==> src/shared/ccp_pkg.sv <==
`default_nettype none
package ccp_pkg;

	// System clock and converter sample rates
	localparam int unsigned CLK_HZ      = 100_000_000;
	localparam int unsigned RATE_SPS_00 = 10_000;
	localparam int unsigned RATE_SPS_01 = 12_500;
	localparam int unsigned RATE_SPS_10 = 15_000;
	localparam int unsigned RATE_SPS_11 = 20_000;

	// Register addresses
	localparam logic [7:0] ADDR_CTRL   = 8'h20;
	localparam logic [7:0] ADDR_RES_HI = 8'h21;
	localparam logic [7:0] ADDR_RES_LO = 8'h22;

	// Control register layout and reset value
	localparam logic [7:0] CTRL_RESET = 8'h32;
	localparam int unsigned BIT_MODE  = 7;
	localparam int unsigned BIT_TRIG  = 6;
	localparam int unsigned RATE_HI   = 5;
	localparam int unsigned RATE_LO   = 4;
	localparam int unsigned BIT_ARM   = 3;
	localparam int unsigned CODE_HI   = 2;
	localparam int unsigned CODE_LO   = 1;
	localparam int unsigned BIT_PORT  = 0;

	// Field codes
	localparam logic       MODE_CONT     = 1'b0;
	localparam logic       MODE_ONESHOT  = 1'b1;
	localparam logic [1:0] UNLOCK_CODE   = 2'h1;
	localparam logic [1:0] RD_PUMP_ON    = 2'h0;
	localparam logic [1:0] RD_PUMP_OFF   = 2'h1;
	localparam logic [1:0] ROLE_CONV     = 2'h2;

	// Result widths
	localparam int unsigned RES_W = 12;
	localparam int unsigned REG_W = 16;

	typedef enum logic [1:0] {
		CCP_IDLE    = 2'b00,
		CCP_CONVERT = 2'b01
	} ccp_state_e;

endpackage : ccp_pkg
`default_nettype wire

==> src/logic/ccp_converter_control.sv <==
// Summary of operation
// - Results always 12 bit, internal reference only
// - Mode bit 0 converts continuously at rate
// - Continuous results overwrite result register, deferred while a read pair is open
// - Mode 1 samples once per trigger write
// - One-shot trigger reads busy; writing 0 ignored
// - One-shot completion sets selected port event bit
// - Continuous trigger write 1 starts, 0 stops
// - Rate field picks 10/12.5/15/20 K samples
// - Arm bit write 1 arms, 0 disarms
// - Code 01 while armed activates charge pump
// - Other codes leave pump unchanged, clear arm
// - Unlock field ignored while arm is 0
// - Unlock field reads 00 active, 01 inactive
// - Port bit selects port 0 or 1
// - Result held stable during two-byte read
// - Clock gate stops converter, registers inaccessible
// - Only port role 10 on P0/P1 converts
// - Events reported on port zero/one bits
`timescale 1ns/1ns
`default_nettype none
module ccp_converter_control #(
	parameter int unsigned SAMPLE_CYC_00 =
		ccp_pkg::CLK_HZ / ccp_pkg::RATE_SPS_00,
	parameter int unsigned SAMPLE_CYC_01 =
		ccp_pkg::CLK_HZ / ccp_pkg::RATE_SPS_01,
	parameter int unsigned SAMPLE_CYC_10 =
		ccp_pkg::CLK_HZ / ccp_pkg::RATE_SPS_10,
	parameter int unsigned SAMPLE_CYC_11 =
		ccp_pkg::CLK_HZ / ccp_pkg::RATE_SPS_11,
	parameter int unsigned TIMER_W       = 16
) (
	// Clock and reset
	input  wire logic        i_clk,
	input  wire logic        i_arst_n,
	// Register access, one byte per strobe
	input  wire logic        i_wr_en,
	input  wire logic        i_rd_en,
	input  wire logic [7:0]  i_addr,
	input  wire logic [7:0]  i_wdata,
	output logic      [7:0]  o_rdata,
	// System context
	input  wire logic        i_conv_clock_off,
	input  wire logic [1:0]  i_port0_role,
	input  wire logic [1:0]  i_port1_role,
	// Analog converter handshake
	output logic             o_conv_start,
	output logic             o_conv_channel,
	input  wire logic        i_conv_done,
	input  wire logic [11:0] i_conv_data,
	// Charge pump
	output logic             o_pump_enable,
	// Interrupt status set pulses
	output logic             o_port_zero_event,
	output logic             o_port_one_event
);

	localparam logic [TIMER_W-1:0] PER_00 = TIMER_W'(SAMPLE_CYC_00 - 1);
	localparam logic [TIMER_W-1:0] PER_01 = TIMER_W'(SAMPLE_CYC_01 - 1);
	localparam logic [TIMER_W-1:0] PER_10 = TIMER_W'(SAMPLE_CYC_10 - 1);
	localparam logic [TIMER_W-1:0] PER_11 = TIMER_W'(SAMPLE_CYC_11 - 1);
	localparam int unsigned        PMAX   = 2 ** TIMER_W;

	if (TIMER_W > 31 || SAMPLE_CYC_00 < 2 || SAMPLE_CYC_00 > PMAX ||
		SAMPLE_CYC_01 < 2 || SAMPLE_CYC_01 > PMAX ||
		SAMPLE_CYC_10 < 2 || SAMPLE_CYC_10 > PMAX ||
		SAMPLE_CYC_11 < 2 || SAMPLE_CYC_11 > PMAX) begin : g_bad_param
		$error("sample period does not fit the timer");
	end

	// Address match, used by both groups
	function automatic logic addr_is(input logic [7:0] a,
		input logic [7:0] ref_addr);
		addr_is = (a == ref_addr);
	endfunction : addr_is

	// Converter input role of the chosen port
	function automatic logic port_ok(input logic sel,
		input logic [1:0] r0, input logic [1:0] r1);
		if (sel) begin
			port_ok = (r1 == ccp_pkg::ROLE_CONV);
		end else begin
			port_ok = (r0 == ccp_pkg::ROLE_CONV);
		end
	endfunction : port_ok

	// Control and conversion state
	logic                  mode;
	logic                  next_mode;
	logic                  trig;
	logic                  next_trig;
	logic [1:0]            rate;
	logic [1:0]            next_rate;
	logic                  arm;
	logic                  next_arm;
	logic                  next_pump;
	logic                  port;
	logic                  next_port;
	ccp_pkg::ccp_state_e   state;
	ccp_pkg::ccp_state_e   next_state;
	logic [TIMER_W-1:0]    timer;
	logic [TIMER_W-1:0]    next_timer;
	logic [TIMER_W-1:0]    period;
	logic                  tick;
	logic                  next_start;
	logic                  next_chan;
	logic                  next_ev0;
	logic                  next_ev1;
	logic                  res_load;
	logic                  wr_ctrl;
	// Read side state
	logic                  rd_hi;
	logic                  next_rd_hi;
	logic                  rd_lo;
	logic                  next_rd_lo;
	logic [7:0]            next_rdata;
	logic                  freeze;
	logic                  release_rd;
	logic [ccp_pkg::REG_W-1:0] shown;
	logic [ccp_pkg::REG_W-1:0] res_word;

	assign wr_ctrl = i_wr_en && !i_conv_clock_off &&
		addr_is(i_addr, ccp_pkg::ADDR_CTRL);

	assign res_word = {{(ccp_pkg::REG_W - ccp_pkg::RES_W){1'b0}},
		i_conv_data};

	always_comb begin
		case (rate)
			2'h0: period = PER_00;
			2'h1: period = PER_01;
			2'h2: period = PER_10;
			default: period = PER_11;
		endcase
	end

	always_comb begin
		next_mode  = mode;
		next_trig  = trig;
		next_rate  = rate;
		next_arm   = arm;
		next_pump  = o_pump_enable;
		next_port  = port;
		next_state = state;
		next_timer = timer;
		next_chan  = o_conv_channel;
		next_start = 1'b0;
		next_ev0   = 1'b0;
		next_ev1   = 1'b0;
		res_load   = 1'b0;
		tick       = 1'b0;
		// Gated clock freezes everything
		if (!i_conv_clock_off) begin
			if (mode == ccp_pkg::MODE_CONT && trig) begin
				if (timer >= period) begin
					next_timer = '0;
					tick       = 1'b1;
				end else begin
					next_timer = timer + 1'b1;
				end
			end else begin
				next_timer = '0;
			end
			case (state)
				ccp_pkg::CCP_IDLE: begin
					if (port_ok(port, i_port0_role, i_port1_role) &&
						((mode == ccp_pkg::MODE_ONESHOT && trig) ||
						tick)) begin
						next_state = ccp_pkg::CCP_CONVERT;
						next_start = 1'b1;
						next_chan  = port;
					end
				end
				ccp_pkg::CCP_CONVERT: begin
					if (i_conv_done) begin
						next_state = ccp_pkg::CCP_IDLE;
						res_load   = 1'b1;
						if (mode == ccp_pkg::MODE_ONESHOT) begin
							next_trig = 1'b0;
							next_ev0  = !o_conv_channel;
							next_ev1  = o_conv_channel;
						end
					end
				end
				default: begin
					next_state = ccp_pkg::CCP_IDLE;
				end
			endcase
			if (wr_ctrl) begin
				next_mode = i_wdata[ccp_pkg::BIT_MODE];
				next_rate = i_wdata[ccp_pkg::RATE_HI:ccp_pkg::RATE_LO];
				next_port = i_wdata[ccp_pkg::BIT_PORT];
				if (i_wdata[ccp_pkg::BIT_MODE] == ccp_pkg::MODE_ONESHOT &&
					mode == ccp_pkg::MODE_ONESHOT) begin
					// Write 1 starts, write 0 leaves busy flag
					if (i_wdata[ccp_pkg::BIT_TRIG] &&
						port_ok(i_wdata[ccp_pkg::BIT_PORT],
						i_port0_role, i_port1_role)) begin
						next_trig = 1'b1;
					end
				end else begin
					next_trig = i_wdata[ccp_pkg::BIT_TRIG];
				end
				if (arm) begin
					if (i_wdata[ccp_pkg::CODE_HI:ccp_pkg::CODE_LO] ==
						ccp_pkg::UNLOCK_CODE) begin
						next_pump = 1'b1;
						next_arm  = i_wdata[ccp_pkg::BIT_ARM];
					end else begin
						next_arm = 1'b0;
					end
				end else begin
					next_arm = i_wdata[ccp_pkg::BIT_ARM];
				end
			end
		end
	end

	always_ff @(posedge i_clk or negedge i_arst_n) begin
		if (!i_arst_n) begin
			mode              <= ccp_pkg::CTRL_RESET[ccp_pkg::BIT_MODE];
			trig              <= ccp_pkg::CTRL_RESET[ccp_pkg::BIT_TRIG];
			rate              <=
				ccp_pkg::CTRL_RESET[ccp_pkg::RATE_HI:ccp_pkg::RATE_LO];
			arm               <= ccp_pkg::CTRL_RESET[ccp_pkg::BIT_ARM];
			o_pump_enable     <= 1'b0;
			port              <= ccp_pkg::CTRL_RESET[ccp_pkg::BIT_PORT];
			state             <= ccp_pkg::CCP_IDLE;
			timer             <= '0;
			o_conv_start      <= 1'b0;
			o_conv_channel    <= 1'b0;
			o_port_zero_event <= 1'b0;
			o_port_one_event  <= 1'b0;
		end else begin
			mode              <= next_mode;
			trig              <= next_trig;
			rate              <= next_rate;
			arm               <= next_arm;
			o_pump_enable     <= next_pump;
			port              <= next_port;
			state             <= next_state;
			timer             <= next_timer;
			o_conv_start      <= next_start;
			o_conv_channel    <= next_chan;
			o_port_zero_event <= next_ev0;
			o_port_one_event  <= next_ev1;
		end
	end

	// Result held stable across a byte pair read
	ccp_result_hold #(
		.WIDTH (ccp_pkg::REG_W)
	) u_hold (
		.i_clk     (i_clk),
		.i_arst_n  (i_arst_n),
		.i_load    (res_load),
		.i_data    (res_word),
		.i_freeze  (freeze),
		.i_release (release_rd),
		.o_data    (shown)
	);

	always_comb begin
		next_rd_hi = rd_hi;
		next_rd_lo = rd_lo;
		next_rdata = o_rdata;
		freeze     = 1'b0;
		release_rd = 1'b0;
		if (!i_conv_clock_off && (i_rd_en || i_wr_en)) begin
			if (!addr_is(i_addr, ccp_pkg::ADDR_RES_HI) &&
				!addr_is(i_addr, ccp_pkg::ADDR_RES_LO)) begin
				release_rd = rd_hi || rd_lo;
				next_rd_hi = 1'b0;
				next_rd_lo = 1'b0;
			end else if (i_rd_en) begin
				freeze = !(rd_hi || rd_lo);
				if (addr_is(i_addr, ccp_pkg::ADDR_RES_HI)) begin
					next_rd_hi = 1'b1;
				end else begin
					next_rd_lo = 1'b1;
				end
				if (next_rd_hi && next_rd_lo) begin
					release_rd = 1'b1;
					next_rd_hi = 1'b0;
					next_rd_lo = 1'b0;
				end
			end
		end
		if (i_rd_en) begin
			if (i_conv_clock_off) begin
				next_rdata = 8'h00;
			end else if (addr_is(i_addr, ccp_pkg::ADDR_CTRL)) begin
				next_rdata = {mode, trig, rate, arm,
					o_pump_enable ? ccp_pkg::RD_PUMP_ON :
					ccp_pkg::RD_PUMP_OFF, port};
			end else if (addr_is(i_addr, ccp_pkg::ADDR_RES_HI)) begin
				next_rdata = shown[15:8];
			end else if (addr_is(i_addr, ccp_pkg::ADDR_RES_LO)) begin
				next_rdata = shown[7:0];
			end else begin
				next_rdata = 8'h00;
			end
		end
	end

	always_ff @(posedge i_clk or negedge i_arst_n) begin
		if (!i_arst_n) begin
			rd_hi   <= 1'b0;
			rd_lo   <= 1'b0;
			o_rdata <= 8'h00;
		end else begin
			rd_hi   <= next_rd_hi;
			rd_lo   <= next_rd_lo;
			o_rdata <= next_rdata;
		end
	end

endmodule : ccp_converter_control
`default_nettype wire

==> src/logic/ccp_result_hold.sv <==
`timescale 1ns/1ns
`default_nettype none
module ccp_result_hold #(
	parameter int unsigned WIDTH = 16
) (
	// Clock and reset
	input  wire logic             i_clk,
	input  wire logic             i_arst_n,
	// New result
	input  wire logic             i_load,
	input  wire logic [WIDTH-1:0] i_data,
	// Read lock control
	input  wire logic             i_freeze,
	input  wire logic             i_release,
	// Visible result
	output logic      [WIDTH-1:0] o_data
);

	logic [WIDTH-1:0] pend;
	logic [WIDTH-1:0] next_pend;
	logic [WIDTH-1:0] next_data;
	logic             pend_v;
	logic             next_pend_v;
	logic             held;
	logic             next_held;

	always_comb begin
		next_data   = o_data;
		next_pend   = pend;
		next_pend_v = pend_v;
		next_held   = held;
		if (i_release) begin
			next_held = 1'b0;
			if (pend_v) begin
				next_data   = pend;
				next_pend_v = 1'b0;
			end
		end else if (i_freeze) begin
			next_held = 1'b1;
		end
		// Deferred while a read pair is open
		if (i_load) begin
			if (next_held) begin
				next_pend   = i_data;
				next_pend_v = 1'b1;
			end else begin
				next_data   = i_data;
				next_pend_v = 1'b0;
			end
		end
	end

	always_ff @(posedge i_clk or negedge i_arst_n) begin
		if (!i_arst_n) begin
			o_data <= '0;
			pend   <= '0;
			pend_v <= 1'b0;
			held   <= 1'b0;
		end else begin
			o_data <= next_data;
			pend   <= next_pend;
			pend_v <= next_pend_v;
			held   <= next_held;
		end
	end

endmodule : ccp_result_hold
`default_nettype wire

==> config.mk <==
export PLATFORM = sky130hd
export DESIGN_NAME = ccp_converter_control
export DESIGN_NICKNAME = d
export VERILOG_FILES = /design/src/shared/ccp_pkg.sv /design/src/logic/ccp_converter_control.sv /design/src/logic/ccp_result_hold.sv
export SDC_FILE = /design/constraint.sdc
export NUM_CORES = 1
export LEC_CHECK = 0
export BUFFER_PORTS_ARGS = -buffer_cell sky130_fd_sc_hd__buf_2
export CORE_MARGIN = 2
export CORE_UTILIZATION = 55
export DETAILED_ROUTE_END_ITERATION = 10
export PLACE_DENSITY = 0.74
export SLEW_MARGIN = 20
export SYNTH_ARGS = -nofsm -noshare
export SYNTH_HDL_FRONTEND = slang
export SYNTH_SLANG_ARGS = --single-unit
==> constraint.sdc <==
create_clock -name i_clk -period 3.2 [get_ports i_clk]
set_input_delay 0.16 -clock i_clk [delete_from_list [all_inputs] [get_ports i_clk]]
set_output_delay 0.16 -clock i_clk [all_outputs]
set_load 0.1 [all_outputs]
# == After elaboration in Yosys (flattened, before gate mapping) ==
# Cells that the tools add are included.
# op_classes
add_sub_neg,1
magnitude_cmp,1
n_eq_ne,11
mux,73
bitwise_logic,2
reduce_logical,28
# op_table
op,n
16-bit 2-to-1 mux,6
1-bit 2-to-1 mux,59
14-bit one-hot mux with 3 select lines,1
8-bit 2-to-1 mux,4
"8-bit by 6-bit equality test with 1-bit output, second input constant",3
"16-bit by 1-bit adder with 16-bit output, second input constant",1
16-bit >= comparator,1
1-bit logical AND,10
"2-bit by 1-bit equality test with 1-bit output, second input constant",3
"2-bit equality test, second input constant",3
2-bit AND reduction,3
3-bit AND reduction,2
1-bit zero test,5
2-bit zero test,2
2-bit 2-to-1 mux,2
"2-bit inequality test, second input constant",2
2-bit one-hot mux with 2 select lines,1
4-bit AND reduction,1
2-bit nonzero test,2
1-bit logical OR,3
1-bit NOT,2
# word_totals
reg_bits,69
input_bits,38
out_inout_bits,13
wordCells,135

# == Logic depth before layout (Yosys ltp) ==
# Gate-level depths: netlist of run 1.
# logic_depth
word_depth,13
mapped_depth,12
ltp_nobuf,10

# == Modules after synthesis ==
# From an unflattened synthesis of run 1, not the netlist that was laid out.
# hier_totals
hier_cells,400
area_unflattened_um2,4045.1
# modules_own_cells
mod,instances,cells_each,area_per_inst_um2
ccp_converter_control,1,288,2555.0
ccp_result_hold,1,112,1490.2

# == Worst setup path after synthesis of run 1 ==
# OpenSTA, ideal clock, no wires.
# synth_path
kind,register to register
from,register rate[1]
to,register timer[7]
arrival_time_ps,2617
t_required_ps,3084
slack_ps,467
path_stages_with_launch,13
path_buffers,2
path_cell_list,dfstp_2 > inv_1 > ha_1 > inv_1 > ha_1 > a211o_1 > a31oi_1 > o211a_1 > and2_1 > clkbuf_1 > clkbuf_1 > nand4_1 > o311ai_0
# synth_between
elab_chain_cells,5
# synth_rtl
element,line_no,source
"start, declared",ccp_converter_control.sv:92,logic [1:0] rate;
"start signal, assigned",ccp_converter_control.sv:223,rate <=
"start signal, assigned",ccp_converter_control.sv:237,rate <= next_rate;
2-bit equality test (tied with other cells),ccp_converter_control.sv:129,case (rate)
14-bit one-hot mux with 3 select lines *,ccp_converter_control.sv:129,
16-bit >= comparator *,ccp_converter_control.sv:155,if (timer >= period) begin
16-bit 2-to-1 mux *,ccp_converter_control.sv:155,
16-bit 2-to-1 mux *,ccp_converter_control.sv:154,if (mode == ccp_pkg::MODE_CONT && trig) begin
"end signal, assigned",ccp_converter_control.sv:242,timer <= next_timer;
"end, declared",ccp_converter_control.sv:101,logic [TIMER_W-1:0] timer;
# Mark *: on every way between the ends. The rest lies on a longest branch, timed or not.
# A chain may end at the register's enable or synchronous reset.

# == Final worst setup path of run 1 ==
# Same ends and word-level chain as after synthesis.

==> results of run 1 <==
==> routing by layer <==
metal	track usage [%]	vias up
met3	3.31	15
met2	40.2	86
met5	0	-
li1	-	1414
met1	34.5	1408
met4	10.2	0
==> cell usage in the layout (no fill, tap or decap), types with 3 or more instances in the layout <==
| cell | synthesis | final |
|---|---|---|
| a211oi_1 | 8 | 8 |
| a21oi_1 | 10 | 10 |
| a31oi_1 | 7 | 7 |
| and2_1 | 7 | 7 |
| and3_1 | 7 | 7 |
| buf_2 | 6 | 50 |
| buf_4 | 0 | 6 |
| clkbuf_8 | 0 | 9 |
| dfrtp_1 | 66 | 66 |
| ha_1 | 15 | 15 |
| inv_1 | 28 | 28 |
| inv_6 | 0 | 3 |
| mux2_2 | 15 | 15 |
| mux2_4 | 4 | 4 |
| nand2_1 | 33 | 33 |
| nand3_1 | 11 | 11 |
| nand3b_1 | 4 | 4 |
| nand4_1 | 7 | 7 |
| nand4b_1 | 3 | 3 |
| nor2_1 | 31 | 31 |
| nor2b_1 | 11 | 11 |
| o21ai_0 | 24 | 24 |
| o221a_2 | 5 | 5 |
| o221ai_1 | 7 | 7 |
| or3_1 | 6 | 6 |
==> cell families after synthesis <==
| logic type | synth area share, % |
|---|---|
| AND/OR/NAND/NOR | 18.7 |
| buffers and inverters | 5.15 |
| adder cells (fa/ha/maj) | 5.15 |
| AO/OA/AOI/OAI | 16.8 |
| XOR/XNOR | 0.481 |
| multiplexers | 6.84 |
| flip-flops | 46.8 |
==> registers in the layout, indices dropped and copies added (netlist names), 2 cells and up <==
signal,count
o_rdata,8
rate,2
timer,16
u_hold.o_data,16
u_hold.pend,12
==> stage by stage <==
| step | std cells | total power [mW] | setup WS [ps] | hold WS, ps |
|---|---|---|---|---|
| floorplan | 367 | 1.22 | 467 | -136 |
| global placement | 482 | 1.31 | 512 | 183 |
| detailed placement | 482 | 1.32 | 345 | 193 |
| CTS | 499 | 1.98 | 332 | 12.0 |
| global route | 499 | 2.07 | 105 | 28.2 |
| finish | 499 | 1.98 | 329 | 20.9 |
==> path summary, 6_finish.rpt <==
path / from / endpoint / slack [ps] / cells after the start
setup / recovery: rate[1] / timer[7] / 330 / 10
hold / removal: i_wdata[6] / trig / 20 / 2
setup reg to reg: rate[1] / timer[7] / 330 / 10
hold reg to reg: u_hold.o_data[15] / u_hold.o_data[15] / 490 / 1
max in group asynchronous: i_arst_n / trig / 1860 / 3
min in group asynchronous: i_arst_n / o_pump_enable / 330 / 2
==> cell type report <==
type                            instances  area [sq um]
Timing Repair Buffer                   57           305
Tap cell                               77          96.3
Clock inverter                          7          58.8
Fill cell                             540          2240
Inverter                               28           105
Multi-Input combinational cell        253          1750
Clock buffer                            9           124
Sequential cell                        68          1700
==> synth_stat cells (all sizes together), types with 2 or more instances <==
library cell	count	area share [%]
and2	7	1.2
a211o	2	0.48
nor3	2	0.27
clkbuf	10	1.0
a31oi	7	1.2
o21a	2	0.41
dfstp	2	1.4
nand2b	2	0.34
a311oi	2	0.65
nand3b	4	0.82
nor2	31	3.2
o221a	5	1.5
nand4	7	1.2
a211oi	9	2.0
nand4b	3	0.72
and3	7	1.2
o22ai	2	0.34
o311ai	3	0.72
inv	28	2.9
a21oi	10	1.4
buf	8	1.2
o221ai	7	1.7
nand2	33	3.4
nor2b	11	1.9
dfrtp	66	45
mux2	19	6.3
ha	15	5.2
nand3	11	1.5
mux2i	2	0.55
o21ai	25	3.5
or3	6	1.0
==> power by group through the flow <==
stage	logic (mW)	clock network, mW	registers (mW)
2_1_floorplan	0.224	0	0.996
3_3_place_gp	0.291	0	1.02
3_5_place_dp	0.299	0	1.02
4_1_cts	0.303	0.673	1.01
5_1_grt	0.346	0.703	1.02
6_report	0.302	0.666	1.01
==> results.md, run 1 <==
- Pins Over Slew Limit: 0
- CTS max path bufs: 2
- Die Y: roughly 85 microns
- Clock skew: slightly below 10 ps
- Net Sw Frac: a little under a third
- Row count: 29
- Top_reg_cell synth: dfrtp_1
- Clock latency on the worst-skew pair: roughly 360 ps
- Reg power frac: 51.1%
- First-pass GRT wire length: around 14000 microns
- Layout cells sized above 1: approximately 25%
- Avg Inst Size Synth: 9.92 sq um
- CP Launch Type: flip-flop
- Met3 WL: just under 400 microns
- Sequential area share after synthesis: between 40% and 50%
- Postcts setup bufs: 0
- Worst path slowest cell: dfstp_2
- Fin crit period: ~2900 ps
- Initial antenna violation count: 0
- Gr usage total: 25.0%
- Placed Area: around 0.0040 sq mm
- CTS tree: yes
- Setup violators final: 0
- Yosys cell types: 57
- Synth Instances: between 300 and 400
- Clock power share: between 30% and 40%
- Worst-Margin Slew: 695 ps
- Period utilisation layout: between 80% and 90%
- CP Capture Type: flip-flop
- # diodes: 0
- Largest delay contributor family on the critical path: compound AO/OA/AOI/OAI gates
- Crit Path Class: reg2reg
- Largest stage delay on the critical path: about 600 ps
- Port bufs: 50
- Net Switching: ~600 uW
- Util after Layout: between 60% and 70%
- Int Pwr: about 1.4 mW
- Vias: 2923
- Worst Path Max Fanout: 9
- Setup TNS: 0 ps
- RSZ-0062 raised after global routing: false
- DRC viols: 0
- Clock sink total: about 70
- Placer Congestion: 0.840
- Lkg Pwr: between 1.5 and 2 nW
- Drt pass-1 iters: 4
- Final Net Count: 470
- Fraction of registers with async set/reset: 100%
- Count of final hold-check violations: 0
- Clk slew on worst S/H paths: approximately 80 ps
- Yosys warning count: 0
- Post-Syn Area: between 0.003 and 0.004 sq mm
- Fin area: roughly 0.0041 sq mm
- Hold bufs inserted after CTS: 1
- Max-cap violations: 0
- Status: finished clean
- Post-Route WL: about 8300 microns
- Overflow after GRT: 0
- Comb power frac: 15.3%
- Largest net degree at the start of global routing: 47
- Final HPWL DP: slightly below 6000 microns
- Die footprint: about 0.0073 sq mm
- Crit path buf inv count: 2
- Initial core utilization: 57.0%
- #FFs+latches synth: 68
- H-tree depth: 3
- Syn-to-layout area delta: 13.8%
- Cell Chain, Critical Path: inv_1 > ha_1 > inv_1 > ha_1 > a211o_1 > a31oi_1 > o211a_1 > and2_1 > nand2_1 > o311ai_0
- HP Class: in2reg
- Drt initial violations: ~190
- Synthesized Nets: 420
- Core area: approximately 0.0064 sq mm
- Highest Signal Layer: met4
- Io pins: 51
- WP data arrival: 3100 ps
- Max-slew headroom: a little over half
- VDD IR max: ~0.35 mV
- DR vias/cell: 5.86
- CP Data Required Time: about 3400 ps
- Die span in x: around 85 microns
- DR WL/cell: ~17 microns
- CTS Buf Count: 9
- WL met2: around 3900 microns
- Metal-1 WL: between 3000 and 4000 microns
- CTS resizes: 0
- Pwr Density: roughly 480 mW/mm^2
- Fmax achieved: 348 MHz
- Post-synth EDFFs: 0
- Clk root buf: clkbuf_8
- Routed Antenna Nets: 0
- Number of global-route vias before repair: 2994
(Power assumes the default switching activity.)
==> run 2, diff against run 1 <==
CORE_ASPECT_RATIO = 1.75   (was unset)
==> results.md, run 2 (synthesis results as in run 1) <==
- VDD IR max: ~0.52 mV
- Clk slew on worst S/H paths: approximately 60 ps
- CTS max path bufs: 2
- Max-cap violations: 0
- Pins Over Slew Limit: 0
- H-tree depth: 3
- Status: finished clean
- Clock latency on the worst-skew pair: roughly 340 ps
- Gr usage total: 26.1%
- Placer Congestion: 0.906
- WP data arrival: 3120 ps
- DR WL/cell: ~17 microns
- Reg area: around 0.0017 sq mm
- CP Data Required Time: 3410 ps
- Layout filler cell count: a little over 500
- Io pins: 51
- Post-route setup slack: approximately 290 ps
- Routed Antenna Nets: 0
- Setup TNS: 0 ps
- Drt initial violations: 169
- Placed Area: 0.00396 sq mm
- Clk root buf: clkbuf_16
- First-pass GRT wire length: roughly 15000 microns
- Multi-input logic area: 0.00175 sq mm
- CTS Buf Count: 9
- Final Net Count: 470
- Top flop regs: timer x16, u_hold.o_data x16, u_hold.pend x12
- Post-placement setup slack: 325 ps
- RSZ-0062 raised after global routing: false
- Commonest non-fill, non-tap cell in the layout: dfrtp_1
- Fmax achieved: about 340 MHz
- Vias: 2969
- Port bufs: 50
- Count of final hold-check violations: 0
- Setup violators final: 0
- Initial antenna violation count: 0
- Layout cells sized above 1: between 20 and 25%
- Period utilisation layout: approximately nine tenths
- CP Launch Type: flip-flop
- Drt pass-1 iters: 6
- Final HPWL DP: 6360 microns
- Core area: ~0.0065 sq mm
- Clock skew: between 5 and 6 ps
- Crit Path Class: reg2reg
- DR vias/cell: roughly 5.9
- Syn-to-layout area delta: 16.9%
- CTS tree: yes
- Pwr Density: 530 mW/mm^2
- Fin crit period: a little under 3000 ps
- Die Y: between 100 and 150 microns
- Lkg Pwr: a little over 2 nW
- Worst-Margin Slew: roughly 660 ps
- Post-Route WL: 8490 microns
- Initial core utilization: between 50% and 60%
- CP Capture Type: flip-flop
- Number of global-route vias before repair: between 3000 and 4000
- Worst Path Max Fanout: 9
- Overflow after GRT: 0
- Clock sink total: 68
- Fin area: about 0.0043 sq mm
- Die footprint: roughly 0.0073 sq mm
- DRC viols: 0
- Max-slew headroom: a little under three fifths
- Row count: 39
- # diodes: 0
- HP Class: in2reg
- Largest net degree at the start of global routing: between 40 and 50
- Most frequent cells in the layout: dfrtp_1, buf_2, nand2_1
- Die span in x: ~66 microns
==> run 2: changes by cell type in the layout (fill, tap and decap cells not counted) <==
cell	previous run	this run
clkinvlp_4	2	3
clkinv_4	2	1
clkinv_2	0	1
inv_6	3	0
clkbuf_16	0	9
clkbuf_8	9	2
==> run 2: timing repair <==
| item | in CTS | in global routing |
|---|---|---|
| buffers inserted | 0 | 0 |
| endpoints found under the hold margin | 24 | 0 |
| hold buffers | 1 | 0 |
| gates resized for setup | 0 | 0 |
==> run 2: worst paths after layout <==
check	from	endpoint	slack, ps	cells after the start
worst max register to register	rate[1]	timer[5]	290	10
worst min register to register	u_hold.o_data[15]	u_hold.o_data[15]	480	1
min in group asynchronous	i_arst_n	o_pump_enable	360	2
worst max-delay path	rate[1]	timer[5]	290	10
max in group asynchronous	i_arst_n	u_hold.pend[8]	1870	3
worst min-delay path	i_wdata[6]	trig	60	2
==> run 2: per-layer routing <==
metal,track usage (%),share of wire [%],vias to the layer above
li1,-,-,1420
met3,5.25,3.8,19
met4,13.3,3.3,0
met5,0,0,-
met2,45.9,56,80
met1,28.9,37,1450
==> run 2: per-stage QoR <==
stage	utilization (%)	total power [mW]	cells	hold slack, ps
detailed placement	61.0	1.33	487	198
floorplan	-	1.22	367	-136
finish	65.6	2.26	504	62.8
global route	65.6	2.37	504	65.8
CTS	65.6	2.28	504	45.6
global placement	61.0	1.31	487	186
==> run 2: power breakdown <==
group | internal (mW) | switching, mW
Sequential | 0.937 | 0.0800
Clock | 0.566 | 0.374
Combinational | 0.144 | 0.157
==> run 2: final cells by class <==
| cell class | count | share of cell area, % |
|---|---|---|
| inverters | 28 | 2.47 |
| clock inverters | 5 | 0.853 |
| well taps | 82 | 2.41 |
| flip-flops and latches | 68 | 40.0 |
| repair buffers | 57 | 7.17 |
| multi-input cells | 253 | 41.1 |
| clock buffers | 11 | 5.94 |
==> run 2: worst max-delay path, cell delays in order, from the launching register on <==
cell	delay, ps
dfstp_2	590
inv_1	90
ha_1	270
inv_1	40
ha_1	280
a211o_1	310
a31oi_1	220
o211a_1	290
and2_1	170
nand2_1	180
o311ai_0	350
